## src/cmp_consts.svh

```systemverilog
// constants for the analog difference comparator
`ifndef CMP_CONSTS_SVH
`define CMP_CONSTS_SVH

`define CMP_ADDR_CTRL     8'h00
`define CMP_ADDR_GAIN     8'h04
`define CMP_ADDR_OFFSET   8'h08
`define CMP_ADDR_ON       8'h0C
`define CMP_ADDR_OFF      8'h10
`define CMP_ADDR_DECIMALS 8'h14
`define CMP_ADDR_STATUS   8'h18
`define CMP_ADDR_DIFF     8'h1C

`define CMP_CTRL_ENABLE   0
`define CMP_CTRL_ON_SRC   1
`define CMP_CTRL_OFF_SRC  2
`define CMP_CTRL_ON_BLK   8
`define CMP_CTRL_OFF_BLK  16

`define CMP_STAT_SWITCH   0
`define CMP_STAT_WINDOW   1

`define CMP_RST_CTRL      32'h0000_0001
`define CMP_RST_GAIN      16'h0064
`define CMP_RST_OFFSET    16'h0000
`define CMP_RST_THRESH    16'h0000
`define CMP_RST_DECIMALS  2'h0

`define CMP_GAIN_SCALE    32'sd100
`define CMP_CYCLE_COUNT   250

`define CMP_RESP_OKAY     2'h0
`define CMP_RESP_SLVERR   2'h2

`endif

```

## src/cmp_pkg.sv

```systemverilog
// types shared by the analog difference comparator
package cmp_pkg;

   typedef struct packed
   {
      logic signed [15:0] gain;
      logic signed [15:0] offset;
      logic signed [15:0] on_thresh;
      logic signed [15:0] off_thresh;
   } params_s;

   typedef struct packed
   {
      logic signed [31:0] on_level;
      logic signed [31:0] off_level;
      logic signed [15:0] first_raw;
      logic signed [15:0] second_raw;
   } sample_s;

   typedef enum logic [1:0]
   {
      WR_IDLE = 2'b01,
      WR_RESP = 2'b10
   } wr_state_e;

   typedef enum logic [1:0]
   {
      RD_IDLE = 2'b01,
      RD_DATA = 2'b10
   } rd_state_e;

endpackage

```

## src/analog_difference_comparator.sv

```systemverilog
// analog difference comparator with axi4-lite register access
//
// Behaviour
// - each raw input is multiplied by the shared gain and the shared offset is added.
// - the difference is scaled first value minus scaled second value, used for all compares.
// - with on >= off the switch output goes to 1 when the difference exceeds on.
// - with on >= off the switch output goes to 0 when the difference is at most off.
// - with on < off the switch output is 1 exactly when on <= difference < off.
// - compares use plain integers; the decimals setting is only stored for display.
// - each threshold is a constant or the actual value of a block chosen by number; a number at or above NUM_PEERS gives 0.
// - the difference is exported as this block's own actual value.
// - analog channels deliver raw values on a 0 to 1000 integer scale for 0 to 10 V.
`timescale 1ns/1ps
`include "cmp_consts.svh"

module analog_difference_comparator
   import cmp_pkg::*;
#(
   parameter int NUM_PEERS   = 16,
   parameter int CYCLE_COUNT = `CMP_CYCLE_COUNT
)
(
   input  wire logic                        sys_clk,
   input  wire logic                        sys_rst,
   input  wire logic                        s_axi_awvalid,
   output      logic                        s_axi_awready,
   input  wire logic [7:0]                  s_axi_awaddr,
   input  wire logic                        s_axi_wvalid,
   output      logic                        s_axi_wready,
   input  wire logic [31:0]                 s_axi_wdata,
   input  wire logic [3:0]                  s_axi_wstrb,
   output      logic                        s_axi_bvalid,
   input  wire logic                        s_axi_bready,
   output      logic [1:0]                  s_axi_bresp,
   input  wire logic                        s_axi_arvalid,
   output      logic                        s_axi_arready,
   input  wire logic [7:0]                  s_axi_araddr,
   output      logic                        s_axi_rvalid,
   input  wire logic                        s_axi_rready,
   output      logic [31:0]                 s_axi_rdata,
   output      logic [1:0]                  s_axi_rresp,
   input  wire logic signed [15:0]          first_input_value,
   input  wire logic signed [15:0]          second_input_value,
   input  wire logic [NUM_PEERS-1:0][31:0]  peer_values,
   output      logic                        switch_out,
   output      logic signed [31:0]          actual_value,
   output      logic                        cycle_done
);

   wr_state_e          wr_state;
   rd_state_e          rd_state;
   logic               aw_held;
   logic               w_held;
   logic [7:0]         wr_addr;
   logic [31:0]        wr_data;
   logic [3:0]         wr_strb;
   logic [31:0]        ctrl;
   params_s            par;
   logic [1:0]         decimals;
   logic [31:0]        cycle_cnt;
   logic               tick;
   logic               eval;
   sample_s            smp;
   logic signed [31:0] next_first;
   logic signed [31:0] next_second;
   logic signed [31:0] next_diff;
   logic signed [31:0] on_src;
   logic signed [31:0] off_src;
   logic [7:0]         on_blk;
   logic [7:0]         off_blk;
   logic               wr_fire;
   logic               addr_ok;
   logic [31:0]        merged;

   function automatic logic [31:0] apply_strb(input logic [31:0] old_v,
                                              input logic [31:0] new_v,
                                              input logic [3:0]  strb);
      logic [31:0] res;
      res = old_v;
      for (int b = 0; b < 4; b++)
      begin
         if (strb[b])
         begin
            res[8*b +: 8] = new_v[8*b +: 8];
         end
      end
      return res;
   endfunction

   function automatic logic map_ok(input logic [7:0] a);
      return (a == `CMP_ADDR_CTRL) || (a == `CMP_ADDR_GAIN) ||
             (a == `CMP_ADDR_OFFSET) || (a == `CMP_ADDR_ON) ||
             (a == `CMP_ADDR_OFF) || (a == `CMP_ADDR_DECIMALS) ||
             (a == `CMP_ADDR_STATUS) || (a == `CMP_ADDR_DIFF);
   endfunction

   // axi write channel: address and data taken in either order
   assign wr_fire = aw_held && w_held && (wr_state == WR_IDLE);
   assign addr_ok = map_ok(wr_addr) && (wr_addr != `CMP_ADDR_STATUS) &&
                    (wr_addr != `CMP_ADDR_DIFF);

   always_ff @(posedge sys_clk)
   begin
      if (sys_rst)
      begin
         aw_held       <= 1'b0;
         w_held        <= 1'b0;
         wr_addr       <= 8'h00;
         wr_data       <= 32'h0000_0000;
         wr_strb       <= 4'h0;
         s_axi_awready <= 1'b1;
         s_axi_wready  <= 1'b1;
      end
      else
      begin
         if (s_axi_awvalid && s_axi_awready)
         begin
            aw_held       <= 1'b1;
            wr_addr       <= s_axi_awaddr;
            s_axi_awready <= 1'b0;
         end
         if (s_axi_wvalid && s_axi_wready)
         begin
            w_held       <= 1'b1;
            wr_data      <= s_axi_wdata;
            wr_strb      <= s_axi_wstrb;
            s_axi_wready <= 1'b0;
         end
         if (s_axi_bvalid && s_axi_bready)
         begin
            aw_held       <= 1'b0;
            w_held        <= 1'b0;
            s_axi_awready <= 1'b1;
            s_axi_wready  <= 1'b1;
         end
      end
   end

   always_ff @(posedge sys_clk)
   begin
      if (sys_rst)
      begin
         wr_state     <= WR_IDLE;
         s_axi_bvalid <= 1'b0;
         s_axi_bresp  <= `CMP_RESP_OKAY;
      end
      else
      begin
         case (wr_state)
            WR_IDLE:
            begin
               if (wr_fire)
               begin
                  wr_state     <= WR_RESP;
                  s_axi_bvalid <= 1'b1;
                  s_axi_bresp  <= addr_ok ? `CMP_RESP_OKAY : `CMP_RESP_SLVERR;
               end
            end
            WR_RESP:
            begin
               if (s_axi_bready)
               begin
                  wr_state     <= WR_IDLE;
                  s_axi_bvalid <= 1'b0;
               end
            end
            default:
            begin
               wr_state     <= WR_IDLE;
               s_axi_bvalid <= 1'b0;
            end
         endcase
      end
   end

   // parameter registers; range keeping is left to software
   always_comb
   begin
      merged = 32'h0000_0000;
      case (wr_addr)
         `CMP_ADDR_CTRL:     merged = ctrl;
         `CMP_ADDR_GAIN:     merged = {{16{par.gain[15]}}, par.gain};
         `CMP_ADDR_OFFSET:   merged = {{16{par.offset[15]}}, par.offset};
         `CMP_ADDR_ON:       merged = {{16{par.on_thresh[15]}}, par.on_thresh};
         `CMP_ADDR_OFF:      merged = {{16{par.off_thresh[15]}}, par.off_thresh};
         `CMP_ADDR_DECIMALS: merged = {30'h0000_0000, decimals};
         default:            merged = 32'h0000_0000;
      endcase
      merged = apply_strb(merged, wr_data, wr_strb);
   end

   always_ff @(posedge sys_clk)
   begin
      if (sys_rst)
      begin
         ctrl           <= `CMP_RST_CTRL;
         par.gain       <= `CMP_RST_GAIN;
         par.offset     <= `CMP_RST_OFFSET;
         par.on_thresh  <= `CMP_RST_THRESH;
         par.off_thresh <= `CMP_RST_THRESH;
         decimals       <= `CMP_RST_DECIMALS;
      end
      else if (wr_fire && addr_ok)
      begin
         case (wr_addr)
            `CMP_ADDR_CTRL:     ctrl           <= merged;
            `CMP_ADDR_GAIN:     par.gain       <= merged[15:0];
            `CMP_ADDR_OFFSET:   par.offset     <= merged[15:0];
            `CMP_ADDR_ON:       par.on_thresh  <= merged[15:0];
            `CMP_ADDR_OFF:      par.off_thresh <= merged[15:0];
            `CMP_ADDR_DECIMALS: decimals       <= merged[1:0];
            default:            ctrl           <= ctrl;
         endcase
      end
   end

   // axi read channel
   always_ff @(posedge sys_clk)
   begin
      if (sys_rst)
      begin
         rd_state      <= RD_IDLE;
         s_axi_arready <= 1'b1;
         s_axi_rvalid  <= 1'b0;
         s_axi_rdata   <= 32'h0000_0000;
         s_axi_rresp   <= `CMP_RESP_OKAY;
      end
      else
      begin
         case (rd_state)
            RD_IDLE:
            begin
               if (s_axi_arvalid)
               begin
                  rd_state      <= RD_DATA;
                  s_axi_arready <= 1'b0;
                  s_axi_rvalid  <= 1'b1;
                  s_axi_rresp   <= map_ok(s_axi_araddr) ?
                                   `CMP_RESP_OKAY : `CMP_RESP_SLVERR;
                  case (s_axi_araddr)
                     `CMP_ADDR_CTRL:     s_axi_rdata <= ctrl;
                     `CMP_ADDR_GAIN:
                        s_axi_rdata <= {{16{par.gain[15]}}, par.gain};
                     `CMP_ADDR_OFFSET:
                        s_axi_rdata <= {{16{par.offset[15]}}, par.offset};
                     `CMP_ADDR_ON:
                        s_axi_rdata <= {{16{par.on_thresh[15]}},
                                        par.on_thresh};
                     `CMP_ADDR_OFF:
                        s_axi_rdata <= {{16{par.off_thresh[15]}},
                                        par.off_thresh};
                     `CMP_ADDR_DECIMALS:
                        s_axi_rdata <= {30'h0000_0000, decimals};
                     `CMP_ADDR_STATUS:
                        s_axi_rdata <= {30'h0000_0000,
                                        smp.on_level < smp.off_level,
                                        switch_out};
                     `CMP_ADDR_DIFF:     s_axi_rdata <= actual_value;
                     default:            s_axi_rdata <= 32'h0000_0000;
                  endcase
               end
            end
            RD_DATA:
            begin
               if (s_axi_rready)
               begin
                  rd_state      <= RD_IDLE;
                  s_axi_arready <= 1'b1;
                  s_axi_rvalid  <= 1'b0;
               end
            end
            default:
            begin
               rd_state      <= RD_IDLE;
               s_axi_arready <= 1'b1;
               s_axi_rvalid  <= 1'b0;
            end
         endcase
      end
   end

   // program cycle divider
   always_ff @(posedge sys_clk)
   begin
      if (sys_rst)
      begin
         cycle_cnt <= 32'h0000_0000;
         tick      <= 1'b0;
      end
      else
      begin
         tick <= 1'b0;
         if (cycle_cnt >= 32'(CYCLE_COUNT - 1))
         begin
            cycle_cnt <= 32'h0000_0000;
            tick      <= ctrl[`CMP_CTRL_ENABLE];
         end
         else
         begin
            cycle_cnt <= cycle_cnt + 32'h0000_0001;
         end
      end
   end

   // threshold sources: constant or another block's actual value
   assign on_blk  = ctrl[`CMP_CTRL_ON_BLK +: 8];
   assign off_blk = ctrl[`CMP_CTRL_OFF_BLK +: 8];

   always_comb
   begin
      on_src  = 32'(par.on_thresh);
      off_src = 32'(par.off_thresh);
      if (ctrl[`CMP_CTRL_ON_SRC])
      begin
         on_src = (32'(on_blk) < 32'(NUM_PEERS)) ?
                  signed'(peer_values[on_blk]) : 32'sh0000_0000;
      end
      if (ctrl[`CMP_CTRL_OFF_SRC])
      begin
         off_src = (32'(off_blk) < 32'(NUM_PEERS)) ?
                   signed'(peer_values[off_blk]) : 32'sh0000_0000;
      end
   end

   // sample inputs at the start of each program cycle
   always_ff @(posedge sys_clk)
   begin
      if (sys_rst)
      begin
         smp  <= '0;
         eval <= 1'b0;
      end
      else
      begin
         eval <= tick;
         if (tick)
         begin
            smp.first_raw  <= first_input_value;
            smp.second_raw <= second_input_value;
            smp.on_level   <= on_src;
            smp.off_level  <= off_src;
         end
      end
   end

   // gain is in hundredths
   assign next_first  = (32'(smp.first_raw) * 32'(par.gain))
                        / `CMP_GAIN_SCALE + 32'(par.offset);
   assign next_second = (32'(smp.second_raw) * 32'(par.gain))
                        / `CMP_GAIN_SCALE + 32'(par.offset);
   assign next_diff   = next_first - next_second;

   always_ff @(posedge sys_clk)
   begin
      if (sys_rst)
      begin
         switch_out   <= 1'b0;
         actual_value <= 32'sh0000_0000;
         cycle_done   <= 1'b0;
      end
      else
      begin
         cycle_done <= eval;
         if (eval)
         begin
            actual_value <= next_diff;
            if (smp.on_level >= smp.off_level)
            begin
               if (next_diff > smp.on_level)
               begin
                  switch_out <= 1'b1;
               end
               else if (next_diff <= smp.off_level)
               begin
                  switch_out <= 1'b0;
               end
               else
               begin
                  switch_out <= switch_out;
               end
            end
            else
            begin
               switch_out <= (next_diff >= smp.on_level) &&
                             (next_diff < smp.off_level);
            end
         end
      end
   end

endmodule

```

## config.mk

```make
export PLATFORM = sky130hd
export DESIGN_NAME = analog_difference_comparator
export DESIGN_NICKNAME = d
export VERILOG_FILES = /design/src/cmp_pkg.sv /design/src/analog_difference_comparator.sv
export VERILOG_INCLUDE_DIRS = /design/src
export SDC_FILE = /design/constraint.sdc
export NUM_CORES = 2
export LEC_CHECK = 0
export BUFFER_PORTS_ARGS = -buffer_cell sky130_fd_sc_hd__buf_2
export CORE_MARGIN = 2
export CORE_UTILIZATION = 35
export DETAILED_ROUTE_END_ITERATION = 6
export PLACE_DENSITY_LB_ADDON = 0.1
export SLEW_MARGIN = 5
export SYNTH_ARGS = -nofsm -noshare
export SYNTH_HDL_FRONTEND = slang
export SYNTH_SLANG_ARGS = --single-unit
```

## constraint.sdc

```tcl
create_clock -name sys_clk -period 57.2 [get_ports sys_clk]
set_clock_uncertainty 0.2 [all_clocks]
set_input_delay 2.86 -clock sys_clk [delete_from_list [all_inputs] [get_ports sys_clk]]
set_output_delay 2.86 -clock sys_clk [all_outputs]
set_load 0.005 [all_outputs]
```

==> flow_summary.ini <==
[placement]
io_buffers = 675
dp_hpwl_um = 206000
dp.cells = 10027
gp_congestion = 0.9558

[min_path]
hp-class = flop to flop
hold_path_end = wr_data[29]$_SDFFE_PP0P_
hold_start = wr_data[29]$_SDFFE_PP0P_
hold_depth = 2

[global_route]
gr-total-overflow = 0
grt_max_degree = 134
grt_pass1_wl_um = 378700
grt_usage_pct = 27.37
grt_pass1_vias = 58502
antenna_found_initial = 99

[sta]
hold_violations = 0
maxSlewViolCount = 0
worstMarginPinSlew_ns = 1.204
slew_headroom_pct = 19.14
period_needed_ns = 37.03
setup_tns_ns = 0
setup_viol = 0
fmax_ghz = 0.02700
rsz0062_at_grt = false
finalCritPeriodShare_pct = 64.74

[die]
io_pins = 678
dieArea_um2 = 182400
core-area_um2 = 178200
die_y_um = 427.1
dieWidth_um = 427.1
rows = 155
initial_core_util_pct = 35.16

[clocking]
cts_hold_buf = 0
cts_sinks = 348
clock_latency_ns = 0.70
htreeDepth = 2
post-cts-setup-buffers = 0
clock_path_buffers = 3
clockRootBuffer = clkbuf_16
cts_resized = 0
numCtsBuffers = 46
cts_tree = yes
clk_pin_slew_worst_paths_ns = 0.07

[synthesis]
synth_cell_types = 163
synthArstFlopShare_pct = 0
ys_warn_count = 0
synth_top_cell_area_share_pct = 17.76
syn_inst = 7270
ys_ff_latch = 348
synth_edf_count = 0
netlist.top_cell.by_area = fa_1
synth_area_um2 = 62670
synth_area_leaders = fa_1, mux4_2, dfxtp_1, ha_1, nand2_1
seq_area_frac_synth_pct = 11.12
avgSynthCellArea_um2 = 8.620
synth_top_flop_cell = dfxtp_1

[layout]
area_delta_synth_final_pct = 11.79
multi_input_area_um2 = 51230
fillCellCount = 18252
fin_cells = 10180
layout-drive-gt1-share_pct = 18.64
seq_area_um2 = 6993
nNetsFinal = 9238

[drt]
via_per_inst = 5.758
detail-route-antenna-nets = 0
routedWlPerCell_um = 24.84
drtPass1Iterations = 6
totalWireLength_um = 252800
drt_iter0_markers = 4808
route.detailed.drc = 0
vias = 58617

[setup_path]
reg2reg_depth = 128
cpMostUsedCell = a21oi_1
end_kind = flop
critPathKind = flop to flop
slowest_delay_ns = 0.95
cp.required_ns = 57.57
worstPathArrival_ns = 37.40
cp_max_fo = 42
timing.reg2reg.setup_slack_ns = 20.17
r2r_end = switch_out$_SDFFE_PP0P_
crit_slowest_cell = mux2i_2
r2r-start = par[50]$_SDFFE_PP1P_
critPathLaunchType = flop

[outcome]
status = finished clean

[flow_run]
cap_violations = 0
how the worst max path moves through the flow:
stage	end	slack [ns]	depth (start not counted)	start
6_report	switch_out$_SDFFE_PP0P_	20.17	128	par[50]$_SDFFE_PP1P_
5_1_grt	switch_out$_SDFFE_PP0P_	17.14	126	par[50]$_SDFFE_PP1P_
4_1_cts	switch_out$_SDFFE_PP0P_	20.54	125	par[63]$_SDFFE_PP0P_
3_5_place_dp	switch_out$_SDFFE_PP0P_	20.72	124	par[63]$_SDFFE_PP0P_
3_3_place_gp	switch_out$_SDFFE_PP0P_	21.04	127	par[49]$_SDFFE_PP0P_
2_1_floorplan	switch_out$_SDFFE_PP0P_	26.90	129	par[49]$_SDFFE_PP0P_
critical path: cells and delay by family (launching register included):
kind	cells	cell delay (ns)
fa+ha+maj	13	6.24
xor+xnor	4	0.91
mux	4	2.08
simple gates	26	6.70
buf+inv	7	1.34
flops	1	0.55
compound gates	74	18.84
routing by layer:
layer / track usage, % / vias up / wire, um
li1: - / 26720 / -
met1: 34.32 / 29433 / 103800
met2: 45.69 / 2000 / 120800
met3: 4.016 / 442 / 13560
met4: 13.97 / 22 / 14520
met5: 0 / - / 136
state kept, by name, summed over array words and instances, names as in the netlist, 2 cells and up:
| name | flops |
|---|---|
| actual_value | 32 |
| ctrl | 32 |
| cycle_cnt | 32 |
| decimals | 2 |
| par | 64 |
| s_axi_rdata | 32 |
| smp | 96 |
| wr_addr | 8 |
| wr_data | 32 |
| wr_strb | 4 |
cell type report:
class | instances | share of cell area [%]
clock buffer | 67 | 1.956
sequential | 348 | 9.982
antenna | 67 | 0.2393
timing repair buffer | 769 | 5.844
clock inverter | 19 | 0.3804
multi-input combinational | 5758 | 73.12
inverter | 797 | 4.270
tap | 2355 | 4.206
kinds of logic after synthesis:
logic type      Yosys count  share of synthesized area (%)
simple gates           2370                          18.41
other cells               1                       0.005984
flops                   348                          11.12
xor+xnor                328                          4.784
mux                     481                          14.22
buf+inv                1189                          7.445
fa+ha+maj               926                          25.11
compound gates         1627                          18.91
placed cells by master, fill, tap and decap left out, types with 28 or more instances in the layout:
| master | n |
|---|---|
| nand2b_1 | 70 |
| and3_1 | 46 |
| a211oi_1 | 98 |
| o21ai_1 | 49 |
| o21bai_1 | 42 |
| nand3_1 | 125 |
| nand2_1 | 795 |
| fa_1 | 556 |
| mux4_2 | 322 |
| o21a_1 | 31 |
| nor4_1 | 41 |
| dfxtp_1 | 337 |
| or3_1 | 28 |
| o211ai_1 | 52 |
| nor2_1 | 523 |
| a21oi_1 | 461 |
| a221oi_1 | 42 |
| xor2_1 | 82 |
| a21o_1 | 56 |
| buf_2 | 674 |
| a22oi_1 | 39 |
| ha_1 | 359 |
| and2_1 | 276 |
| a31oi_1 | 55 |
| xnor2_1 | 230 |
| buf_4 | 94 |
| o31ai_1 | 34 |
| o21ai_0 | 163 |
| nand4_1 | 68 |
| or2_2 | 31 |
| clkbuf_16 | 46 |
| nor3_1 | 152 |
| mux2i_1 | 134 |
| inv_1 | 794 |
| diode_2 | 67 |
| nor2b_1 | 73 |
metrics by stage:
step / utilization [%] / hold WS (ns) / setup WS, ns / area, um^2
detailed placement: 38.29 / 0.2465 / 20.72 / 68240
floorplan: - / 0.2308 / 26.90 / 62760
CTS: 39.21 / 0.2547 / 20.54 / 69880
global route: 39.28 / 0.2830 / 17.14 / 70010
finish: 39.31 / 0.2546 / 20.17 / 70050
global placement: 38.29 / 0.2419 / 21.04 / 68240
cells in the mapped netlist, types with 163 or more instances:
master and instances:
a21oi_1 461, and2_1 277, clkbuf_1 291, dfxtp_1 348, fa_1 556, ha_1 359, inv_1 794, mux4_2 322
nand2_1 796, nor2_1 528, o21ai_0 163, xnor2_1 231
Power is left out: the tool's default activity adds up to more than one toggle a clock period on the data nets, which glitch-free logic cannot reach.
